==> config.mk <==
export PLATFORM = sky130hd
export DESIGN_NAME = tx_frame_timing_config
export DESIGN_NICKNAME = d
export VERILOG_FILES = /design/src/hw/tx_frame_pkg.sv /design/src/hw/guard_timer.sv /design/src/hw/tx_frame_timing_config.sv
export SDC_FILE = /design/constraint.sdc
export NUM_CORES = 1
export LEC_CHECK = 0
export BUFFER_PORTS_ARGS = -buffer_cell sky130_fd_sc_hd__clkbuf_2
export CAP_MARGIN = 20
export CORE_UTILIZATION = 55
export DETAILED_ROUTE_END_ITERATION = 8
export GPL_TIMING_DRIVEN = 0
export HOLD_SLACK_MARGIN = 0.05
export PLACE_DENSITY_LB_ADDON = 0.1
export SLEW_MARGIN = 40
export SYNTH_ARGS = -nofsm -noshare
export SYNTH_HDL_FRONTEND = slang
export SYNTH_SLANG_ARGS = --single-unit
==> constraint.sdc <==
create_clock -name ref_clk -period 3 [get_ports ref_clk]
set_input_delay 0.45 -clock ref_clk [delete_from_list [all_inputs] [get_ports ref_clk]]
set_output_delay 0.45 -clock ref_clk [all_outputs]
set_load 0.02 [all_outputs]
==> src/hw/tx_frame_pkg.sv <==
// Contract
// - Send only final_byte_bit_count bits; zero sends all
// - LSB first; truncation drops the top bits
// - Grid align: start spacing whole ETUs
// - Payload select clear sends one symbol pattern
// - Burst code maps to 8..128 bits
// - Burst is unmodulated subcarrier at chosen level
// - Guard origin: end of TX or RX
// - Guard unit: 16 clocks or half bit
// - Guard count is eleven bits, upper in 5:3
// - Hold new transmission until guard elapsed
// - Stop/guard select encodes stop bit and EGTs
// - Guard control resets to c0
package tx_frame_pkg;
    localparam logic [7:0] IDX_FRAME_CTRL  = 8'h2e; // Register indexes
    localparam logic [7:0] IDX_BURST_LEN   = 8'h30;
    localparam logic [7:0] IDX_GUARD_CTRL  = 8'h31;
    localparam logic [7:0] IDX_GUARD_LOW   = 8'h32;
    localparam logic [7:0] ADDR_FRAME_CTRL = {IDX_FRAME_CTRL[5:0], 2'b00}; // Index times four
    localparam logic [7:0] ADDR_BURST_LEN  = {IDX_BURST_LEN[5:0], 2'b00};
    localparam logic [7:0] ADDR_GUARD_CTRL = {IDX_GUARD_CTRL[5:0], 2'b00};
    localparam logic [7:0] ADDR_GUARD_LOW  = {IDX_GUARD_LOW[5:0], 2'b00};
    localparam logic [7:0] ADDR_STATUS     = 8'hcc; // Block status
    localparam logic [7:0] MASK_FRAME_CTRL = 8'h1f;
    localparam logic [7:0] MASK_BURST_LEN  = 8'h70;
    localparam logic [7:0] MASK_GUARD_CTRL = 8'hff;
    localparam logic [7:0] RST_FRAME_CTRL  = 8'h00;
    localparam logic [7:0] RST_BURST_LEN   = 8'h00;
    localparam logic [7:0] RST_GUARD_CTRL  = 8'hc0;
    localparam logic [7:0] RST_GUARD_LOW   = 8'h00;
    localparam int BIT_ETU_EN   = 4;
    localparam int BIT_PAYLOAD  = 3;
    localparam int BIT_ORIGIN   = 7;
    localparam int BIT_UNIT     = 6;
    localparam int CLK_PER_FC16 = 236; // 16 cycles of 13.56 MHz at 200 MHz, rounded
    localparam logic [1:0] RESP_OKAY   = 2'b00;
    localparam logic [1:0] RESP_SLVERR = 2'b10;
endpackage

==> src/hw/guard_timer.sv <==
`timescale 1ns/1ps
`default_nettype none
// Counts guard units after a start pulse; done is a level
module guard_timer (
    input  wire logic        ref_clk,
    input  wire logic        srst,
    input  wire logic        start,
    input  wire logic [10:0] count,
    input  wire logic [15:0] unit_clks,
    output logic             done
);
    logic [10:0] units_r;
    logic [15:0] sub_r;
    wire unit_tick = (sub_r == 16'h0000);
    always_ff @(posedge ref_clk) begin
        if (srst) begin
            units_r <= 11'h000;
            sub_r   <= 16'h0000;
            done    <= 1'b1;
        end else if (start) begin
            units_r <= count;
            sub_r   <= unit_clks;
            done    <= (count == 11'h000);
        end else if (!done) begin
            sub_r <= unit_tick ? unit_clks : sub_r - 16'h0001;
            if (unit_tick) begin
                units_r <= units_r - 11'h001;
                done    <= (units_r == 11'h001);
            end
        end
    end
endmodule
`default_nettype wire

==> src/hw/tx_frame_timing_config.sv <==
`timescale 1ns/1ps
`default_nettype none
module tx_frame_timing_config #(
    parameter int BIT_CLKS = 1884 // ref_clk cycles per bit, about 106 kbit/s
) (
    input  wire logic        ref_clk,
    input  wire logic        srst,
    input  wire logic [7:0]  s_axi_awaddr,
    input  wire logic        s_axi_awvalid,
    output logic             s_axi_awready,
    input  wire logic [31:0] s_axi_wdata,
    input  wire logic [3:0]  s_axi_wstrb,
    input  wire logic        s_axi_wvalid,
    output logic             s_axi_wready,
    output logic [1:0]       s_axi_bresp,
    output logic             s_axi_bvalid,
    input  wire logic        s_axi_bready,
    input  wire logic [7:0]  s_axi_araddr,
    input  wire logic        s_axi_arvalid,
    output logic             s_axi_arready,
    output logic [31:0]      s_axi_rdata,
    output logic [1:0]       s_axi_rresp,
    output logic             s_axi_rvalid,
    input  wire logic        s_axi_rready,
    input  wire logic        tx_start,
    input  wire logic        burst_req,
    input  wire logic        burst_level_control,
    input  wire logic        rx_end,
    input  wire logic [7:0]  tx_byte,
    input  wire logic        tx_byte_last,
    output logic             tx_byte_take,
    output logic             tx_bit,
    output logic             tx_active,
    output logic             tx_done
);
    import tx_frame_pkg::*;

    typedef enum logic [4:0] {
        ST_IDLE  = 5'b00001,
        ST_WAIT  = 5'b00010,
        ST_DATA  = 5'b00100,
        ST_BURST = 5'b01000,
        ST_STOP  = 5'b10000
    } tx_state_e;

    logic [7:0]  frame_ctrl_r, burst_len_r, guard_ctrl_r, guard_low_r;
    logic        aw_got_r, w_got_r;
    logic [7:0]  awaddr_r;
    logic [31:0] wdata_r;
    logic [3:0]  wstrb_r;
    tx_state_e   state_r;
    logic [7:0]  shreg_r;
    logic [3:0]  bits_left_r;
    logic        last_r;
    logic [7:0]  burst_left_r;
    logic [3:0]  stop_left_r;
    logic [15:0] bit_cnt_r;
    logic [15:0] etu_phase_r;
    logic        guard_start_r;

    // Register decode and write-data merge
    wire        do_write   = aw_got_r && w_got_r && !s_axi_bvalid;
    wire        hit_fc     = (awaddr_r == ADDR_FRAME_CTRL);
    wire        hit_bl     = (awaddr_r == ADDR_BURST_LEN);
    wire        hit_gc     = (awaddr_r == ADDR_GUARD_CTRL);
    wire        hit_gl     = (awaddr_r == ADDR_GUARD_LOW);
    wire        wr_hit     = hit_fc | hit_bl | hit_gc | hit_gl;
    wire        wr_lane0   = do_write && wstrb_r[0];
    wire [7:0]  wbyte      = wdata_r[7:0];
    wire        rd_fc      = (s_axi_araddr == ADDR_FRAME_CTRL);
    wire        rd_bl      = (s_axi_araddr == ADDR_BURST_LEN);
    wire        rd_gc      = (s_axi_araddr == ADDR_GUARD_CTRL);
    wire        rd_gl      = (s_axi_araddr == ADDR_GUARD_LOW);
    wire        rd_st      = (s_axi_araddr == ADDR_STATUS);
    wire        rd_hit     = rd_fc | rd_bl | rd_gc | rd_gl | rd_st;
    wire [7:0]  status     = {3'b000, state_r};
    wire [7:0]  rd_byte    = rd_fc ? frame_ctrl_r : rd_bl ? burst_len_r :
                             rd_gc ? guard_ctrl_r : rd_gl ? guard_low_r :
                             rd_st ? status : 8'h00;

    // Configuration fields
    wire [2:0]  last_bits  = frame_ctrl_r[2:0];
    wire        payload_en = frame_ctrl_r[BIT_PAYLOAD];
    wire        etu_align  = frame_ctrl_r[BIT_ETU_EN];
    wire [2:0]  burst_code = burst_len_r[6:4];
    wire        origin_rx  = guard_ctrl_r[BIT_ORIGIN];
    wire        unit_bit   = guard_ctrl_r[BIT_UNIT];
    wire [10:0] guard_cnt  = {guard_ctrl_r[5:3], guard_low_r};
    wire [2:0]  stop_sel   = guard_ctrl_r[2:0];
    wire [15:0] unit_clks  = unit_bit ? 16'((BIT_CLKS / 2) - 1)
                                      : 16'(CLK_PER_FC16 - 1);
    wire        guard_done;

    // Burst length table; unused code 3 gives the shortest burst
    logic [7:0] burst_bits;
    always_comb begin
        case (burst_code)
            3'd0:    burst_bits = 8'd8;
            3'd1:    burst_bits = 8'd16;
            3'd2:    burst_bits = 8'd32;
            3'd4:    burst_bits = 8'd48;
            3'd5:    burst_bits = 8'd64;
            3'd6:    burst_bits = 8'd96;
            3'd7:    burst_bits = 8'd128;
            default: burst_bits = 8'd8;
        endcase
    end

    // Bits in the byte being loaded
    wire [3:0]  load_bits  = (tx_byte_last && last_bits != 3'd0) ?
                             {1'b0, last_bits} : 4'd8;
    wire        bit_end    = (bit_cnt_r == 16'(BIT_CLKS - 1));
    wire        on_grid    = (etu_phase_r == 16'h0000);
    wire        may_start  = guard_done && (!etu_align || on_grid);
    wire        go         = (state_r == ST_WAIT) && may_start;
    wire        frame_end  = (state_r == ST_STOP && (stop_left_r == 4'd0 || bit_end))
                             && stop_left_r <= 4'd1 ||
                             (state_r == ST_BURST && bit_end && burst_left_r == 8'd1) ||
                             (state_r == ST_DATA && bit_end && bits_left_r == 4'd1
                              && last_r && stop_sel == 3'd0);
    wire [3:0]  stop_len   = (stop_sel == 3'd0) ? 4'd0 : {1'b0, stop_sel};

    // AXI write channel capture
    always_ff @(posedge ref_clk) begin
        if (srst) begin
            aw_got_r <= 1'b0;
            w_got_r  <= 1'b0;
            awaddr_r <= 8'h00;
            wdata_r  <= 32'h0000_0000;
            wstrb_r  <= 4'h0;
        end else begin
            if (s_axi_awvalid && s_axi_awready) begin
                aw_got_r <= 1'b1;
                awaddr_r <= s_axi_awaddr;
            end else if (s_axi_bvalid && s_axi_bready) begin
                aw_got_r <= 1'b0;
            end
            if (s_axi_wvalid && s_axi_wready) begin
                w_got_r <= 1'b1;
                wdata_r <= s_axi_wdata;
                wstrb_r <= s_axi_wstrb;
            end else if (s_axi_bvalid && s_axi_bready) begin
                w_got_r <= 1'b0;
            end
        end
    end

    // AXI handshakes and responses
    always_ff @(posedge ref_clk) begin
        if (srst) begin
            s_axi_awready <= 1'b0;
            s_axi_wready  <= 1'b0;
            s_axi_bvalid  <= 1'b0;
            s_axi_bresp   <= RESP_OKAY;
            s_axi_arready <= 1'b0;
            s_axi_rvalid  <= 1'b0;
            s_axi_rdata   <= 32'h0000_0000;
            s_axi_rresp   <= RESP_OKAY;
        end else begin
            s_axi_awready <= !aw_got_r && !(s_axi_awvalid && s_axi_awready);
            s_axi_wready  <= !w_got_r && !(s_axi_wvalid && s_axi_wready);
            if (do_write) begin
                s_axi_bvalid <= 1'b1;
                s_axi_bresp  <= wr_hit ? RESP_OKAY : RESP_SLVERR;
            end else if (s_axi_bready) begin
                s_axi_bvalid <= 1'b0;
            end
            s_axi_arready <= !s_axi_rvalid && !(s_axi_arvalid && s_axi_arready);
            if (s_axi_arvalid && s_axi_arready) begin
                s_axi_rvalid <= 1'b1;
                s_axi_rdata  <= {24'h000000, rd_byte};
                s_axi_rresp  <= rd_hit ? RESP_OKAY : RESP_SLVERR;
            end else if (s_axi_rready) begin
                s_axi_rvalid <= 1'b0;
            end
        end
    end

    // Configuration registers; reserved bits masked off
    always_ff @(posedge ref_clk) begin
        if (srst) begin
            frame_ctrl_r <= RST_FRAME_CTRL;
            burst_len_r  <= RST_BURST_LEN;
            guard_ctrl_r <= RST_GUARD_CTRL;
            guard_low_r  <= RST_GUARD_LOW;
        end else if (wr_lane0) begin
            if (hit_fc) frame_ctrl_r <= wbyte & MASK_FRAME_CTRL;
            if (hit_bl) burst_len_r  <= wbyte & MASK_BURST_LEN;
            if (hit_gc) guard_ctrl_r <= wbyte & MASK_GUARD_CTRL;
            if (hit_gl) guard_low_r  <= wbyte;
        end
    end

    // Bit clock and ETU grid phase
    always_ff @(posedge ref_clk) begin
        if (srst || go) begin
            bit_cnt_r <= 16'h0000;
        end else begin
            bit_cnt_r <= bit_end ? 16'h0000 : bit_cnt_r + 16'h0001;
        end
    end
    always_ff @(posedge ref_clk) begin
        if (srst || go) begin
            etu_phase_r <= 16'h0001; // Grid anchored at each start
        end else begin
            etu_phase_r <= (etu_phase_r == 16'(BIT_CLKS - 1)) ? 16'h0000
                                                                : etu_phase_r + 16'h0001;
        end
    end

    // Guard reference point select
    always_ff @(posedge ref_clk) begin
        if (srst) begin
            guard_start_r <= 1'b0;
        end else begin
            guard_start_r <= origin_rx ? rx_end : frame_end;
        end
    end

    guard_timer u_guard (
        .ref_clk   (ref_clk),
        .srst      (srst),
        .start     (guard_start_r),
        .count     (guard_cnt),
        .unit_clks (unit_clks),
        .done      (guard_done)
    );

    // Transmit sequencer
    always_ff @(posedge ref_clk) begin
        if (srst) begin
            state_r      <= ST_IDLE;
            shreg_r      <= 8'h00;
            bits_left_r  <= 4'd0;
            last_r       <= 1'b0;
            burst_left_r <= 8'd0;
            stop_left_r  <= 4'd0;
            tx_bit       <= 1'b0;
            tx_active    <= 1'b0;
            tx_byte_take <= 1'b0;
            tx_done      <= 1'b0;
        end else begin
            tx_byte_take <= 1'b0;
            tx_done      <= frame_end;
            case (state_r)
                ST_IDLE: begin
                    if (tx_start || burst_req) begin
                        state_r      <= ST_WAIT;
                        burst_left_r <= burst_req ? burst_bits : 8'd0;
                    end
                end
                ST_WAIT: begin
                    if (may_start) begin
                        tx_active <= 1'b1;
                        if (burst_left_r != 8'd0) begin
                            state_r <= ST_BURST;
                            tx_bit  <= burst_level_control;
                        end else if (payload_en) begin
                            state_r      <= ST_DATA;
                            shreg_r      <= tx_byte;
                            bits_left_r  <= load_bits;
                            last_r       <= tx_byte_last;
                            tx_byte_take <= 1'b1;
                            tx_bit       <= tx_byte[0];
                        end else begin
                            state_r     <= ST_STOP; // One symbol pattern only
                            stop_left_r <= 4'd1;
                            tx_bit      <= 1'b0;
                        end
                    end
                end
                ST_BURST: begin
                    if (bit_end) begin
                        burst_left_r <= burst_left_r - 8'd1;
                        if (burst_left_r == 8'd1) begin
                            state_r   <= ST_IDLE;
                            tx_active <= 1'b0;
                        end
                    end
                end
                ST_DATA: begin
                    if (bit_end) begin
                        if (bits_left_r != 4'd1) begin
                            shreg_r     <= {1'b0, shreg_r[7:1]};
                            tx_bit      <= shreg_r[1];
                            bits_left_r <= bits_left_r - 4'd1;
                        end else if (!last_r) begin
                            shreg_r      <= tx_byte;
                            bits_left_r  <= load_bits;
                            last_r       <= tx_byte_last;
                            tx_byte_take <= 1'b1;
                            tx_bit       <= tx_byte[0];
                        end else if (stop_sel != 3'd0) begin
                            state_r     <= ST_STOP;
                            stop_left_r <= stop_len;
                            tx_bit      <= 1'b1;
                        end else begin
                            state_r   <= ST_IDLE;
                            tx_active <= 1'b0;
                        end
                    end
                end
                ST_STOP: begin
                    if (bit_end || stop_left_r == 4'd0) begin
                        stop_left_r <= stop_left_r - 4'd1;
                        if (stop_left_r <= 4'd1) begin
                            state_r   <= ST_IDLE;
                            tx_active <= 1'b0;
                            tx_bit    <= 1'b0;
                        end
                    end
                end
                default: state_r <= ST_IDLE;
            endcase
        end
    end

    a_guard_hold: assert property (@(posedge ref_clk) disable iff (srst)
        (state_r == ST_WAIT && !guard_done) |=> !tx_active)
        else $error("start during guard wait");
    a_grid_start: assert property (@(posedge ref_clk) disable iff (srst)
        (go && etu_align) |-> on_grid)
        else $error("start off the etu grid");
    a_reset_guard: assert property (@(posedge ref_clk)
        $fell(srst) |-> guard_ctrl_r == 8'hc0)
        else $error("guard control reset wrong");
    a_reserved_zero: assert property (@(posedge ref_clk) disable iff (srst)
        frame_ctrl_r[7:5] == 3'b000 && burst_len_r[7] == 1'b0
        && burst_len_r[3:0] == 4'h0)
        else $error("reserved bit set");
    a_guard_count: assert property (@(posedge ref_clk) disable iff (srst)
        guard_start_r |=> u_guard.units_r == $past(guard_cnt))
        else $error("guard count not loaded");
    a_unit_size: assert property (@(posedge ref_clk) disable iff (srst)
        !unit_bit |-> unit_clks == 16'd235)
        else $error("guard unit size wrong");
    a_origin_rx: assert property (@(posedge ref_clk) disable iff (srst)
        (origin_rx && rx_end) |=> guard_start_r)
        else $error("rx origin missed");
    a_lsb_first: assert property (@(posedge ref_clk) disable iff (srst)
        (go && payload_en && burst_left_r == 8'd0) |=> tx_bit == $past(tx_byte[0]))
        else $error("first bit not lsb");
    a_final_bits: assert property (@(posedge ref_clk) disable iff (srst)
        (go && payload_en && burst_left_r == 8'd0 && tx_byte_last && last_bits != 3'd0)
        |=> bits_left_r == {1'b0, $past(last_bits)})
        else $error("final byte bit count wrong");
    a_symbol_only: assert property (@(posedge ref_clk) disable iff (srst)
        (go && !payload_en && burst_left_r == 8'd0) |=> state_r == ST_STOP)
        else $error("data sent with payload off");
    a_burst_level: assert property (@(posedge ref_clk) disable iff (srst)
        state_r == ST_BURST |-> tx_bit == $past(burst_level_control, 1) || !$rose(tx_active))
        else $error("burst level wrong");

    c_data_frame: cover property (@(posedge ref_clk) state_r == ST_DATA ##1 state_r == ST_IDLE);
    c_burst: cover property (@(posedge ref_clk) state_r == ST_BURST);
    c_stop: cover property (@(posedge ref_clk) state_r == ST_STOP && stop_left_r > 4'd1);
endmodule
`default_nettype wire

# ---- Yosys cells after proc, flatten, opt, wreduce, memory -nomap -nowiden
# Cells that the tools add are included.
dict set report totals {
  ramBits 0
  input_bits 72
  out_inout_bits 45
  register_bits 155
  n_memories 0
  elab_cells 259
  latch_bits 0
  rom_bits 0
}
dict set report op_classes {
  n_div 0
  order_cmp 1
  bitwise 7
  n_eq_ne 43
  shifts 0
  add_sub_neg 7
  reduce_logical 66
  n_mul 0
  n_mux 101
}
# op n
set op_table {}
lappend op_table {{$mux W8} 13}
lappend op_table {{$eq A8 B8 Y1 const B} 9}
lappend op_table {{$mux W5} 13}
lappend op_table {{$mux W4} 15}
lappend op_table {{$mux W16} 3}
lappend op_table {{$pmux W8 S6} 1}
lappend op_table {{$mux W1} 40}
lappend op_table {{$mux W11} 3}
lappend op_table {{$add A16 B1 Y16 const B} 2}
lappend op_table {{$eq A16 B11 Y1 const B} 2}
lappend op_table {{$logic_not A16 Y1} 2}
lappend op_table {{$pmux W8 S2} 2}
lappend op_table {{$pmux W5 S5} 1}
lappend op_table {{$ne A2 B2 Y1 const B} 11}
lappend op_table {{$logic_and A1 B1 Y1} 21}
lappend op_table {{$reduce_and A6 Y1} 3}
lappend op_table {{$reduce_and A9 Y1} 2}
lappend op_table {{$sub A16 B1 Y16 const B} 1}
lappend op_table {{$reduce_bool A2 Y1} 7}
lappend op_table {{$eq A3 B3 Y1 const B} 4}
lappend op_table {{$pmux W4 S3} 1}
lappend op_table {{$eq A11 B1 Y1 const B} 1}
lappend op_table {{$logic_not A11 Y1} 1}
lappend op_table {{$sub A11 B1 Y11 const B} 1}
lappend op_table {{35 further kinds} 66}

# ---- Longest topological paths before layout
dict set report depth {
  word_depth 7
  depth_mapped 9
  depth_no_buf 7
}

# ---- Cells and area by module
# A second synthesis with hierarchy kept.
dict set report unflattened {
  cells_unflattened 971
  area_unflattened_um2 7967.6
}
# mod seq_area_each_um2 area_each_um2 cells_each instances
set modules_own_cells {}
lappend modules_own_cells {tx_frame_timing_config 2482.4 6204.7 749 1}
lappend modules_own_cells {guard_timer 560.5 1762.9 222 1}

# ---- Worst setup path after synthesis
# Ideal clock, no wire load.
dict set report synth_path {
  path_type {register -> register}
  startpoint {register u_guard.sub_r[9]}
  endpoint {register u_guard.units_r[5]}
  n_path_buf 2
  arrival_time_ns 2.217
  stages_incl_launch_ff 8
  synth_period_minus_slack_ns 2.334
  required_ns 2.883
  setup_ns 0.117
  setup_slack_ns 0.666
  cell_sequence {dfxtp_1 -> or4_1 -> buf_2 -> or4_4 -> o31ai_2 -> buf_4 -> o21ai_0 -> a22o_1}
}
dict set report synth_between {
  elab_chain_cells 3
}
# element line_no
set synth_rtl {}
lappend synth_rtl {{start: declaration} guard_timer.sv:13} ;# logic [15:0] sub_r;
lappend synth_rtl {{start signal: assignment} guard_timer.sv:22} ;# sub_r <= unit_clks;
lappend synth_rtl {{start signal: assignment} guard_timer.sv:25} ;# sub_r <= unit_tick ? unit_clks : sub_r - 16'h0001;
lappend synth_rtl {{$logic_not A16 Y1} guard_timer.sv:14} ;# wire unit_tick = (sub_r == 16'h0000);
lappend synth_rtl {{$reduce_bool A2 Y1 (no source line)} --}
lappend synth_rtl {{$reduce_and A2 Y1 (no source line)} --}
lappend synth_rtl {{end signal: assignment} guard_timer.sv:21} ;# units_r <= count;
lappend synth_rtl {{end signal: assignment} guard_timer.sv:27} ;# units_r <= units_r - 11'h001;
lappend synth_rtl {{end: declaration} guard_timer.sv:12} ;# logic [10:0] units_r;
# Every way passes these cells.
# A chain may end at the register's enable or synchronous reset.

# ---- Worst setup path after layout
dict set report layout_path {
  startpoint {register etu_phase_r[12]}
  endpoint {register etu_phase_r[9]}
}
dict set report layout_between {
  elab_chain_cells 6
  elab_cells_between_ends 7
  classes_between {1 x eq/ne; 6 x reduce/logical}
}
# element line_no
set layout_rtl {}
lappend layout_rtl {{start: declaration} tx_frame_timing_config.sv:58} ;# logic [15:0] etu_phase_r;
lappend layout_rtl {{start signal: assignment} tx_frame_timing_config.sv:206} ;# etu_phase_r <= (etu_phase_r == 16'(BIT_CLKS - 1)) ? 16'h0000
lappend layout_rtl {{$logic_not A16 Y1} tx_frame_timing_config.sv:113} ;# wire on_grid = (etu_phase_r == 16'h0000);
lappend layout_rtl {{$logic_or A1 B1 Y1} tx_frame_timing_config.sv:114} ;# wire may_start = guard_done && (!etu_align || on_grid);
lappend layout_rtl {{$logic_and A1 B1 Y1} tx_frame_timing_config.sv:114}
lappend layout_rtl {{$logic_and A1 B1 Y1} tx_frame_timing_config.sv:115} ;# wire go = (state_r == ST_WAIT) && may_start;
lappend layout_rtl {{$logic_or A1 B1 Y1} tx_frame_timing_config.sv:203} ;# if (srst || go) begin
lappend layout_rtl {{$reduce_or A2 Y1 (no source line) (*)} --}
# Mark *: on every way between the ends. The rest lies on a longest branch, timed or not.

==> metrics <==
Critical Setup Path Class=reg -> reg; Final ANT Viol Nets=0; CTS tree=yes; placed instance area=8490 sq um; die area=14800 sq um; Mapped Cells=938; Setup TNS=0 ns; DP Worst Slack=0.161 ns; Worst setup SP type=flip-flop; Buf/Inv on CP=1; Tcrit/Tclk final=0.882; chip width=122 microns; Detailed Routing Iterations Pass 1=6; hold crit path type=in -> reg; # diodes=0; number of gates resized after CTS=0; largest net degree at the start of global routing=17; Fin Clk Skew=0.00755 ns; final worst path period need=2.65 ns; routed length per instance=16.5 microns; Async SR Flop Fraction=0; Core Area=13900 sq um; Max Root-Sink Buffers=2; Post-Syn Area=7860 sq um; Initial Util=0.566; Setup crit start=etu_phase_r[12]$_SDFF_PP0_; final worst slack=0.355 ns; row count=43; vias in the first global route=6567; Num CTS Buffers=17; H-tree levels=4; drt drc=0; max_slew headroom=0.493; status=completed; Reg-to-Reg Start=etu_phase_r[12]$_SDFF_PP0_; grt total ovfl=0; Worst Path Max Fanout=10; RSZ-0062 raised after global routing=false; die height=122 microns; Critical path destination=etu_phase_r[9]$_SDFF_PP0_; IO buf count=61; Final Hold Viols=0; top_reg_cell synth=dfxtp_1; Min Hold Slack=0.232 ns; dpl hpwl=14800 microns; Total Routed Length=20400 microns; Post-synth EDFFs=0; hold buffers post-CTS=0; Register-to-Register Setup Slack=0.35 ns; cells along the critical path=or4_1 > o41ai_1 > a21oi_1 > nand2b_1 > clkbuf_1 > nor2_1; first-pass GRT wire length=33000 microns; total of fill cells in the finished design=1224; clock latency on the worst-skew pair=0.43 ns; Least-Margin Pin Slew=0.760 ns; Cell Pwr Density=549 nW/um^2; CP max stage cell=or4_1; Iteration-0 DRC Markers=649; Reg clk slew, reported paths=0.07 ns; CTS Sinks=152; Req. time, crit path=3.31 ns; reg2reg path depth=6; Crit path depth=6; vias=7267; Placer Congestion=0.936; fin nets=1130; Post-CTS Setup Inserts=0; layout cells sized above 1=0.147; final-report setup violation count=0; total power of the final layout=0.00499 W; Global Route Usage Sum=0.287; peak supply drop=0.000507 V; endpoint class of the critical path=flip-flop; Fmax achieved=378 MHz; num ports=117; FF+latch count, synth=152; DR vias/cell=5.88; synthesis warning total=0; Seq/Total Area, Yosys=0.387; R2R Path End=etu_phase_r[9]$_SDFF_PP0_; max-cap violations=0; leakage=3.59 nW; Final Max Slew Viols=0; largest stage delay on the critical path=0.61 ns; Mapped Avg Cell Area=8.38 sq um; Crit path max-delay family=simple AND/OR/NAND/NOR gates; Yosys cell types=78; Syn-to-layout area delta=15.8%; CTS Root Cell=clkbuf_16; antenna violations before repair=0; Design Area, Final=9100 sq um; Worst Path Arrival=2.95 ns
-- cells in the mapped netlist, types with 3 or more instances --
| cell | instances | share of area |
|---|---|---|
| or3_1 | 13 | 0.010 |
| or4_1 | 11 | 0.011 |
| nand2_1 | 83 | 0.040 |
| and3_1 | 11 | 0.0088 |
| nor3b_1 | 4 | 0.0038 |
| or2_2 | 5 | 0.0040 |
| o21ai_0 | 31 | 0.020 |
| nor4b_1 | 15 | 0.017 |
| o211ai_1 | 7 | 0.0067 |
| buf_2 | 4 | 0.0025 |
| nor2b_1 | 10 | 0.0080 |
| dfxtp_1 | 152 | 0.39 |
| nand3_1 | 31 | 0.020 |
| o41ai_1 | 7 | 0.0078 |
| a22o_1 | 8 | 0.0089 |
| o22ai_1 | 3 | 0.0024 |
| and2_1 | 5 | 0.0040 |
| nand3b_1 | 4 | 0.0038 |
| nand2b_1 | 9 | 0.0072 |
| ha_1 | 15 | 0.024 |
| buf_4 | 27 | 0.026 |
| nor3_1 | 36 | 0.023 |
| o2bb2ai_1 | 5 | 0.0056 |
| mux2_2 | 6 | 0.0086 |
| a221oi_1 | 5 | 0.0056 |
| nand4_1 | 12 | 0.0096 |
| a311oi_1 | 10 | 0.011 |
| o311ai_0 | 7 | 0.0078 |
| xnor2_1 | 19 | 0.021 |
| a21oi_1 | 74 | 0.047 |
| mux2i_1 | 34 | 0.043 |
| inv_1 | 23 | 0.011 |
| xor2_1 | 21 | 0.023 |
| o31ai_1 | 6 | 0.0057 |
| clkbuf_1 | 36 | 0.017 |
| nor2_1 | 114 | 0.054 |
| a31oi_1 | 6 | 0.0048 |
| a22oi_1 | 3 | 0.0029 |
| nand4b_1 | 4 | 0.0045 |
| nor4_1 | 13 | 0.010 |
-- placed cells by master, fill, tap and decap left out, drive strengths merged, types with 15 or more instances in the layout --
cell type	Yosys	layout
a21oi	74	74
nor2	114	114
xnor2	19	19
ha	15	15
clkbuf	36	114
nor4b	15	15
xor2	21	21
dfxtp	152	152
nand3	31	31
o21ai	32	32
nor3	36	36
mux2i	34	34
inv	23	32
conb	1	26
nand2	83	83
buf	33	33
-- worst min-delay path, stage by stage --
cell      delay [ns]
clkbuf_2        0.08
nand2_1         0.04
a21oi_1         0.05
-- state kept, by name (all words and copies together) (netlist names), 11 cells and up --
| register | flops |
|---|---|
| u_guard.sub_r | 16 |
| bit_cnt_r | 16 |
| u_guard.units_r | 11 |
| etu_phase_r | 16 |
-- final cells by class --
type	count	area, sq um	area share
buffer	69	365	0.0402
clock buffer	17	425	0.0468
clock inverter	15	155	0.0171
inverter	24	90.1	0.00990
multi-input combinational	718	4490	0.493
sequential	152	3040	0.334
tap	180	225	0.0248
timing repair buffer	61	305	0.0336
-- cells by family (layout without fill, tap and decap cells) --
family	Yosys count	after routing	share of synthesized area
and+or+nand+nor	396	396	0.262
AOI/OAI and AO/OA	200	200	0.169
DFF	152	152	0.387
buffers and inverters	93	186	0.0580
muxes	41	41	0.0548
xor gates and xnor gates	40	40	0.0446
adders and majority gates	15	15	0.0239
other	1	26	0.000477
-- power breakdown --
| group | switching, W | internal [W] |
|---|---|---|
| clock | 0.000949 | 0.00117 |
| sequential | 0.0000819 | 0.00210 |
| combinational | 0.000422 | 0.000266 |
| total | 0.00145 | 0.00354 |
-- routing by layer --
| layer | track usage | part of all wire |
|---|---|---|
| met5 | 0 | 0 |
| met4 | 0.110 | 0.020 |
| met3 | 0.0705 | 0.071 |
| met2 | 0.418 | 0.44 |
| met1 | 0.407 | 0.47 |
-- worst min path at each step --
stage | start | end | slack [ns] | cells past startpoint
floorplan | bit_cnt_r[0]$_SDFF_PP0_ | bit_cnt_r[0]$_SDFF_PP0_ | 0.42 | 1
global placement | bit_cnt_r[0]$_SDFF_PP0_ | bit_cnt_r[0]$_SDFF_PP0_ | 0.43 | 1
detailed placement | bit_cnt_r[0]$_SDFF_PP0_ | bit_cnt_r[0]$_SDFF_PP0_ | 0.44 | 1
CTS | s_axi_awaddr[5] | awaddr_r[5]$_SDFFE_PP0P_ | 0.22 | 3
global route | s_axi_wdata[1] | wdata_r[1]$_SDFFE_PP0P_ | 0.22 | 3
finish | s_axi_awaddr[5] | awaddr_r[5]$_SDFFE_PP0P_ | 0.23 | 3
-- stage by stage --
step | std cells | utilization
floorplan | 963 | -
global placement | 1204 | 0.611
detailed placement | 1204 | 0.612
CTS | 1236 | 0.654
global route | 1236 | 0.655
finish | 1236 | 0.655
Note: power is estimated with default switching activity, not from simulation.
